`config.mk`:
```
export PLATFORM = sky130hd
export DESIGN_NAME = sld_status_led_driver
export DESIGN_NICKNAME = d
export VERILOG_FILES = /design/src/rtl/sld_pkg.sv /design/src/rtl/sld_status_led_driver.sv
export VERILOG_INCLUDE_DIRS = /design/src /design/src/rtl
export SDC_FILE = /design/constraint.sdc
export NUM_CORES = 1
export LEC_CHECK = 0
export ABC_AREA = 1
export ABC_CLOCK_PERIOD_IN_PS = 3420
export BUFFER_PORTS_ARGS = -buffer_cell sky130_fd_sc_hd__buf_2
export CAP_MARGIN = 40
export CORE_ASPECT_RATIO = 0.9
export CORE_MARGIN = 2
export CORE_UTILIZATION = 65
export CTS_BUF_LIST = sky130_fd_sc_hd__clkbuf_8
export CTS_CLUSTER_DIAMETER = 100
export DETAILED_ROUTE_END_ITERATION = 16
export GPL_TIMING_DRIVEN = 0
export PLACE_DENSITY = 0.87
export RECOVER_POWER = 25
export SYNTH_ARGS = -nofsm -noshare
export SYNTH_HDL_FRONTEND = slang
export SYNTH_SLANG_ARGS = --single-unit
```
`constraint.sdc`:
```
create_clock -name ref_clk -period 3.42 [get_ports ref_clk]
set_input_delay 0.684 -clock ref_clk [delete_from_list [all_inputs] [get_ports ref_clk]]
set_output_delay 0.684 -clock ref_clk [all_outputs]
set_load 0.005 [all_outputs]
```
`src/rtl/sld_map.svh`:
```
// Constants for the status LED pattern driver
`ifndef SLD_MAP_SVH
`define SLD_MAP_SVH
`define SLD_CLK_HZ 125000000
`define SLD_HALF_1HZ_MS 500
`define SLD_HALF_2HZ_MS 250
`define SLD_STARTUP_MIN_MS 3000
`define SLD_FLICK_MS 40
`define SLD_TICK_HZ 1000
`define SLD_DI_WIDTH 16
`define SLD_DO_WIDTH 12
`endif

```
`src/rtl/sld_pkg.sv`:
```
// Types for the status LED pattern driver
package sld_pkg;
   typedef struct packed {
      logic powerOn;
      logic startup;
      logic startupDiag;
      logic run;
      logic runWarn;
      logic stopped;
      logic holdPoint;
      logic errorState;
      logic sysError;
      logic cardWrite;
      logic hwConfigLoad;
      logic blinkTest;
      logic cardAccess;
      logic overallResetRequest;
      logic overallResetBusy;
      logic overallResetDone;
      logic factoryBusy;
      logic factoryDone;
      logic fwAvailable;
      logic fwBusy;
      logic fwDone;
      logic fwFailed;
   } sld_state_t;

   typedef struct packed {
      logic green;
      logic yellow;
      logic red;
   } sld_bar_t;

   typedef enum logic [1:0] {
      SLD_OFF,
      SLD_ON,
      SLD_BLINK1,
      SLD_BLINK2
   } sld_pat_t;
endpackage

```
`src/rtl/sld_status_led_driver.sv`:
```
// Status bar patterns and channel indicator LEDs
`timescale 1ns/1ns
`include "sld_map.svh"
module sld_status_led_driver #(
   parameter int DI_WIDTH = `SLD_DI_WIDTH,
   parameter int DO_WIDTH = `SLD_DO_WIDTH,
   parameter int CLK_HZ = `SLD_CLK_HZ,
   parameter int TICK_HZ = `SLD_TICK_HZ
) (
   // Clock and reset
   input wire logic ref_clk,
   input wire logic rst_n,
   // Core state flags and card activity pulses
   input sld_pkg::sld_state_t cpuState,
   input wire logic cardActivity,
   // Channel levels
   input wire logic [DI_WIDTH-1:0] inputLevels,
   input wire logic [DO_WIDTH-1:0] outputLevels,
   input wire logic outputFault,
   // LED outputs
   output sld_pkg::sld_bar_t statusBar,
   output logic [DI_WIDTH-1:0] inputLeds,
   output logic [DO_WIDTH-1:0] outputLeds,
   output logic outputFaultLed,
   output logic cardFlickerLed
);
   // ==========================================================
   // Timebase
   localparam int TICK_DIV = CLK_HZ / TICK_HZ;
   localparam int HALF1 = `SLD_HALF_1HZ_MS * TICK_HZ / 1000;
   localparam int HALF2 = `SLD_HALF_2HZ_MS * TICK_HZ / 1000;
   localparam int STARTUP_TICKS = `SLD_STARTUP_MIN_MS * TICK_HZ / 1000;
   localparam int FLICK_TICKS = `SLD_FLICK_MS * TICK_HZ / 1000;

   // 1 Hz is derived from 2 Hz, so the half periods must pair up
   if (TICK_DIV < 2 || HALF2 < 2 || FLICK_TICKS < 2 || DI_WIDTH < 1 ||
       DO_WIDTH < 1 || STARTUP_TICKS < 1 ||
       HALF1 != 2 * HALF2) begin : gBadParams
      $error("sld_status_led_driver: unusable parameters");
   end

   logic [31:0] divCnt_q;
   logic tick;
   logic [31:0] halfCnt_q;
   logic blink1_q, blink2_q;
   logic [31:0] startCnt_q;
   logic startHold;
   logic [31:0] flickCnt_q;
   logic flicker;

   assign tick = (divCnt_q == 32'(TICK_DIV - 1));

   always_ff @(posedge ref_clk) begin
      if (!rst_n)
         divCnt_q <= 32'h0;
      else if (tick)
         divCnt_q <= 32'h0;
      else
         divCnt_q <= divCnt_q + 32'h1;
   end

   // 2 Hz toggles each quarter second, 1 Hz each second toggle of 2 Hz
   always_ff @(posedge ref_clk) begin
      if (!rst_n) begin
         halfCnt_q <= 32'h0;
         blink1_q <= 1'b0;
         blink2_q <= 1'b0;
      end else if (tick) begin
         if (halfCnt_q == 32'(HALF2 - 1)) begin
            halfCnt_q <= 32'h0;
            blink2_q <= ~blink2_q;
            if (blink2_q)
               blink1_q <= ~blink1_q;
         end else begin
            halfCnt_q <= halfCnt_q + 32'h1;
         end
      end
   end

   // ==========================================================
   // Start-up minimum display time
   always_ff @(posedge ref_clk) begin
      if (!rst_n)
         startCnt_q <= 32'h0;
      else if (cpuState.startup && startCnt_q == 32'h0)
         startCnt_q <= 32'(STARTUP_TICKS);
      else if (tick && startCnt_q != 32'h0)
         startCnt_q <= startCnt_q - 32'h1;
   end
   assign startHold = cpuState.startup || (startCnt_q != 32'h0);

   // ==========================================================
   // Flicker: fast toggle while stretched card activity lasts
   always_ff @(posedge ref_clk) begin
      if (!rst_n)
         flickCnt_q <= 32'h0;
      else if (cardActivity)
         flickCnt_q <= 32'(FLICK_TICKS);
      else if (tick && flickCnt_q != 32'h0)
         flickCnt_q <= flickCnt_q - 32'h1;
   end
   // Period of four ticks, far above the 2 Hz blink
   assign flicker = (flickCnt_q != 32'h0) & halfCnt_q[1];

   // ==========================================================
   // Pattern selection by fixed priority
   sld_pkg::sld_bar_t bar_d;
   logic flickLed_d;
   logic cardAcc;

   assign cardAcc = cpuState.cardAccess;

   always_comb begin
      bar_d = '0;
      flickLed_d = 1'b0;
      if (cpuState.fwBusy) begin
         bar_d.yellow = cardAcc ? flicker : blink2_q;
      end else if (cpuState.fwFailed) begin
         bar_d.red = blink1_q;
      end else if (cpuState.fwDone) begin
         bar_d.red = blink1_q;
         bar_d.yellow = blink1_q;
      end else if (cpuState.fwAvailable) begin
         bar_d.red = blink1_q;
         bar_d.yellow = ~blink1_q;
      end else if (cpuState.factoryBusy) begin
         bar_d.yellow = blink2_q;
      end else if (cpuState.factoryDone) begin
         bar_d.red = blink1_q;
         bar_d.yellow = blink1_q;
      end else if (cpuState.overallResetBusy) begin
         bar_d.yellow = blink2_q;
      end else if (cpuState.overallResetRequest) begin
         bar_d.yellow = blink1_q;
      end else if (cpuState.overallResetDone) begin
         bar_d.yellow = 1'b1;
      end else if (cpuState.sysError || cpuState.cardWrite) begin
         bar_d.red = 1'b1;
         bar_d.yellow = 1'b1;
      end else if (cpuState.errorState) begin
         bar_d.red = 1'b1;
      end else if (cpuState.powerOn) begin
         bar_d.yellow = blink1_q;
      end else if (cpuState.hwConfigLoad) begin
         bar_d.yellow = blink2_q;
      end else if (cpuState.startupDiag) begin
         bar_d.red = blink1_q;
         bar_d.green = blink2_q;
      end else if (startHold) begin
         bar_d.green = blink2_q;
      end else if (cpuState.blinkTest) begin
         bar_d.green = blink1_q;
      end else if (cpuState.holdPoint) begin
         bar_d.red = 1'b1;
         bar_d.green = blink1_q;
      end else if (cpuState.run && cpuState.runWarn) begin
         bar_d.red = blink1_q;
         bar_d.green = cardAcc ? flicker : 1'b1;
      end else if (cpuState.run) begin
         bar_d.green = 1'b1;
         flickLed_d = cardAcc & flicker;
      end else if (cpuState.stopped) begin
         bar_d.yellow = cardAcc ? flicker : 1'b1;
      end
   end

   // ==========================================================
   // Registered LED outputs
   always_ff @(posedge ref_clk) begin
      if (!rst_n) begin
         statusBar <= '0;
         cardFlickerLed <= 1'b0;
      end else begin
         statusBar <= bar_d;
         cardFlickerLed <= flickLed_d;
      end
   end

   always_ff @(posedge ref_clk) begin
      if (!rst_n) begin
         inputLeds <= '0;
         outputLeds <= '0;
         outputFaultLed <= 1'b0;
      end else begin
         inputLeds <= inputLevels;
         outputLeds <= outputLevels;
         outputFaultLed <= outputFault;
      end
   end

   // ==========================================================
   // Assertions
   // Flags that outrank a checked pattern
   logic resetBand;
   logic aboveErr;
   logic aboveRun;
   assign resetBand = cpuState.fwBusy || cpuState.fwFailed ||
      cpuState.fwDone || cpuState.fwAvailable || cpuState.factoryBusy ||
      cpuState.factoryDone || cpuState.overallResetBusy ||
      cpuState.overallResetRequest;
   assign aboveErr = resetBand || cpuState.overallResetDone ||
      cpuState.sysError || cpuState.cardWrite;
   assign aboveRun = aboveErr || cpuState.errorState || cpuState.powerOn ||
      cpuState.hwConfigLoad || cpuState.startupDiag || startHold ||
      cpuState.blinkTest || cpuState.holdPoint;

   property pStartHold;
      @(posedge ref_clk) disable iff (!rst_n)
      $fell(cpuState.startup) |-> startCnt_q != 32'h0;
   endproperty
   startup_hold_a: assert property (pStartHold)
      else $error("start-up hold released early");

   input_mirror_a: assert property (
      @(posedge ref_clk) disable iff (!rst_n)
      rst_n |=> inputLeds == $past(inputLevels))
      else $error("input LEDs do not follow inputs");

   output_mirror_a: assert property (
      @(posedge ref_clk) disable iff (!rst_n)
      rst_n |=> outputLeds == $past(outputLevels))
      else $error("output LEDs do not follow outputs");

   fault_led_a: assert property (
      @(posedge ref_clk) disable iff (!rst_n)
      rst_n |=> outputFaultLed == $past(outputFault))
      else $error("fault LED does not follow fault");

   error_red_a: assert property (
      @(posedge ref_clk) disable iff (!rst_n)
      rst_n && cpuState.errorState && !aboveErr |=> statusBar == 3'h1)
      else $error("error state without red alone");

   run_green_a: assert property (
      @(posedge ref_clk) disable iff (!rst_n)
      rst_n && cpuState.run && !cpuState.runWarn && !aboveRun |=>
      statusBar == 3'h4)
      else $error("clean run without steady green");

   stop_yellow_a: assert property (
      @(posedge ref_clk) disable iff (!rst_n)
      rst_n && cpuState.stopped && !cpuState.run && !cpuState.cardAccess &&
      !aboveRun |=> statusBar == 3'h2)
      else $error("plain stop without steady yellow");

   sys_error_a: assert property (
      @(posedge ref_clk) disable iff (!rst_n)
      rst_n && (cpuState.sysError || cpuState.cardWrite) && !resetBand &&
      !cpuState.overallResetDone |=> statusBar == 3'h3)
      else $error("system error without red and yellow");

   reset_done_a: assert property (
      @(posedge ref_clk) disable iff (!rst_n)
      rst_n && cpuState.overallResetDone && !resetBand |=>
      statusBar == 3'h2)
      else $error("finished overall reset without steady yellow");

   flick_led_a: assert property (
      @(posedge ref_clk) disable iff (!rst_n)
      cardFlickerLed |-> statusBar == 3'h4)
      else $error("second green flickers outside clean run");

   fw_alt_a: assert property (
      @(posedge ref_clk) disable iff (!rst_n)
      (cpuState.fwAvailable && !cpuState.fwBusy && !cpuState.fwDone &&
       !cpuState.fwFailed) |-> bar_d.red != bar_d.yellow)
      else $error("firmware pattern not alternating");

   fw_busy_a: assert property (
      @(posedge ref_clk) disable iff (!rst_n)
      cpuState.fwBusy |-> !bar_d.red && !bar_d.green)
      else $error("update pattern overridden");

   blink_two_a: assert property (
      @(posedge ref_clk) disable iff (!rst_n)
      $changed(blink1_q) |-> $changed(blink2_q))
      else $error("1 Hz not aligned to 2 Hz");

   cover_run_c: cover property (@(posedge ref_clk) cpuState.run);
   cover_flick_c: cover property (@(posedge ref_clk) flicker);
   cover_fw_c: cover property (@(posedge ref_clk) cpuState.fwDone);
   cover_hold_c: cover property (@(posedge ref_clk)
      startHold && !cpuState.startup);
endmodule

```
==> impl_metrics.env <==
export IMPL_status="finished clean"
export IMPL_final_net_count=1457
export IMPL_yosys_register_bits=163
export IMPL_synth_largest_area_cell="dfxtp_1"
export IMPL_period_share_pct=82.64
export IMPL_dr_first_iter_drc_count=806
export IMPL_synth_area_um2=8717
export IMPL_synth_area_leaders="dfxtp_1 37%, nand2_1 12%, inv_1 7.8%"
export IMPL_place_port_buffers=85
export IMPL_antenna_found_initial=0
export IMPL_slew_viol_final=0
export IMPL_final_cell_mix="268 x nand2_1, 181 x inv_1, 178 x nor2_1"
export IMPL_ff2ff_setup_slack_ns=0.59
export IMPL_diodes=0
export IMPL_clkLatencyLatePin_ns=0.47
export IMPL_fin_area_um2=9806
export IMPL_drc=0
export IMPL_power_density_nw_per_um2=501.4
export IMPL_grt_setup_unrepaired="false"
export IMPL_synth_edf_count=0
export IMPL_slew_headroom_pct=48.65
export IMPL_post_cts_buffers=0
export IMPL_grtUsageTotal_pct=30.34
export IMPL_cp_max_fo=6
export IMPL_dp_hpwl_um=16390
export IMPL_die_w_um=126.1
export IMPL_finalSetupViolCount=0
export IMPL_routabilityCongestion=0.9876
export IMPL_final_common_cell="nand2_1"
export IMPL_die_area_um2=14350
export IMPL_clock_skew_ns=0.01060
export IMPL_syn_nets=1353
export IMPL_core_um2=13210
export IMPL_drive_above_1_share_pct=13.19
export IMPL_cts_root_buf="clkbuf_8"
export IMPL_total_power_w=0.004916
export IMPL_start_util_pct=65.98
export IMPL_clk_pin_slew_ns=0.09
export IMPL_hold_buffers=0
export IMPL_worst_slew_pin_slew_ns=0.7674
export IMPL_rows=40
export IMPL_firstDrtPassIters=5
export IMPL_grt_max_degree=17
export IMPL_async_flop_share_pct=0
export IMPL_die_h_um=113.9
export IMPL_synthFlopType="dfxtp_1"
export IMPL_ctsResizeCount=0
export IMPL_critPathRequiredTime_ns=3.82
export IMPL_routedWlPerCell_um=13.89
export IMPL_synth_area_per_cell_um2=6.742
export IMPL_netlist_instances=1293
export IMPL_clock_sinks=163
export IMPL_htree_levels=4
export IMPL_worst_hold_slack_ns=0.3965
export IMPL_grt_first_pass_wirelength_um=36120
export IMPL_ioPinCount=87
export IMPL_ys_warn_count=0
export IMPL_grt_ovfl_total=0
export IMPL_placed_cell_area_um2=9353
export IMPL_arrival_ns=3.23
export IMPL_final_core_util_pct=74.21
export IMPL_wl_um=21920
export IMPL_ys_types=44
export IMPL_finalHoldViolCount=0
export IMPL_hold_class="primary input to flop"
export IMPL_viasPerCell=5.660
export IMPL_tritoncts="done"
export IMPL_peakVddDrop_uv=436.7
export IMPL_ant_nets=0
export IMPL_cp_end_kind="flop"
export IMPL_numCtsBuffers=17
export IMPL_grt_pass1_vias=8064
export IMPL_p_leak_nw=4.206
export IMPL_yosysSeqAreaShare_pct=37.43
export IMPL_vias=8931
export IMPL_clk_path_buf_depth=2
export IMPL_synth_top_cell_area_share_pct=37.43
export IMPL_fmax_mhz=353.8
export IMPL_max_cap_violations=0
export IMPL_critical_path_class="flop to flop"
export IMPL_timing_setup_tns_ns=0
export IMPL_area_delta_synth_final_pct=12.49
export IMPL_layout_min_cycle_time_ns=2.826
export IMPL_critPathLaunchType="flop"
==> critical path, stage by stage, from the launching register on <==
cell and delay (ns):
dfxtp_1 0.37, inv_1 0.18, ha_1 0.30, nand2_1 0.21
nor2_1 0.28, nand3_1 0.11, nor4_1 0.52, nor2_2 0.12
inv_2 0.09, nor2_2 0.04, nand2_1 0.10, nor3_2 0.08
nand2_1 0.15, o21ai_1 0.09, a21oi_1 0.12
==> flip-flops by register name, summed over array words and instances (netlist names), 3 cells and up <==
signal,count
divCnt_q,32
flickCnt_q,32
halfCnt_q,32
inputLeds,16
outputLeds,12
startCnt_q,32
statusBar,3
==> layer usage <==
| metal | vias up | share of wire [%] | global-route usage (%) |
|---|---|---|---|
| met5 | - | 0 | 0 |
| met4 | 0 | 1.6 | 9.817 |
| met3 | 38 | 6.5 | 6.285 |
| met2 | 305 | 48 | 50.68 |
| met1 | 4139 | 44 | 39.64 |
| li1 | 4449 | - | - |
==> cells in the mapped netlist (5+ instances only) <==
master / number
nor2_4: 5
or2_2: 13
a211oi_1: 6
xor2_1: 22
a21oi_1: 94
nand3_1: 58
nor2_2: 18
nand4_1: 47
nand2_1: 268
nor3_2: 7
nor3b_1: 8
inv_2: 10
dfxtp_1: 163
o21ai_0: 28
inv_1: 181
nand3_2: 6
xnor2_1: 13
nand2_2: 5
a31oi_1: 6
nor4_2: 6
nor4_1: 33
o21a_1: 7
clkbuf_1: 13
nor3_1: 60
ha_1: 6
nor2_1: 178
==> where the power goes <==
group / switching [W] / internal (W)
clock: 0.000761 / 0.000900
combinational: 0.000818 / 0.000413
sequential: 0.0000646 / 0.00196
==> cell families after synthesis <==
| kind of cell | synth area share, % |
|---|---|
| fa+ha+maj | 0.8612 |
| xor+xnor | 3.517 |
| buf+inv | 9.071 |
| simple gates | 39.54 |
| compound gates | 9.574 |
| flops | 37.43 |
==> final cells by class <==
cell class | count | area [um2]
timing repair buffer | 85 | 407.9
multi-input combinational | 921 | 4663
buffer | 17 | 68.82
inverter | 192 | 721.9
tap | 168 | 210.2
clock buffer | 18 | 247.7
fill | 1125 | 3407
clock inverter | 14 | 222.7
sequential | 163 | 3263
==> worst paths after layout <==
check             startpoint        endpoint  cells after the start
max            startCnt_q[0]  startCnt_q[14]                     14
min reg2reg      divCnt_q[0]     divCnt_q[0]                      1
min          outputLevels[6]   outputLeds[6]                      3
max reg2reg    startCnt_q[0]  startCnt_q[14]                     14
==> metrics by stage <==
stage / cells / setup WS [ns]
5_1_grt: 1578 / 0.4704
3_5_place_dp: 1546 / 0.5946
3_3_place_gp: 1546 / 0.6022
6_report: 1578 / 0.5936
2_1_floorplan: 1293 / 1.322
4_1_cts: 1578 / 0.6680
No activity file was read; power rests on OpenSTA's default activity.
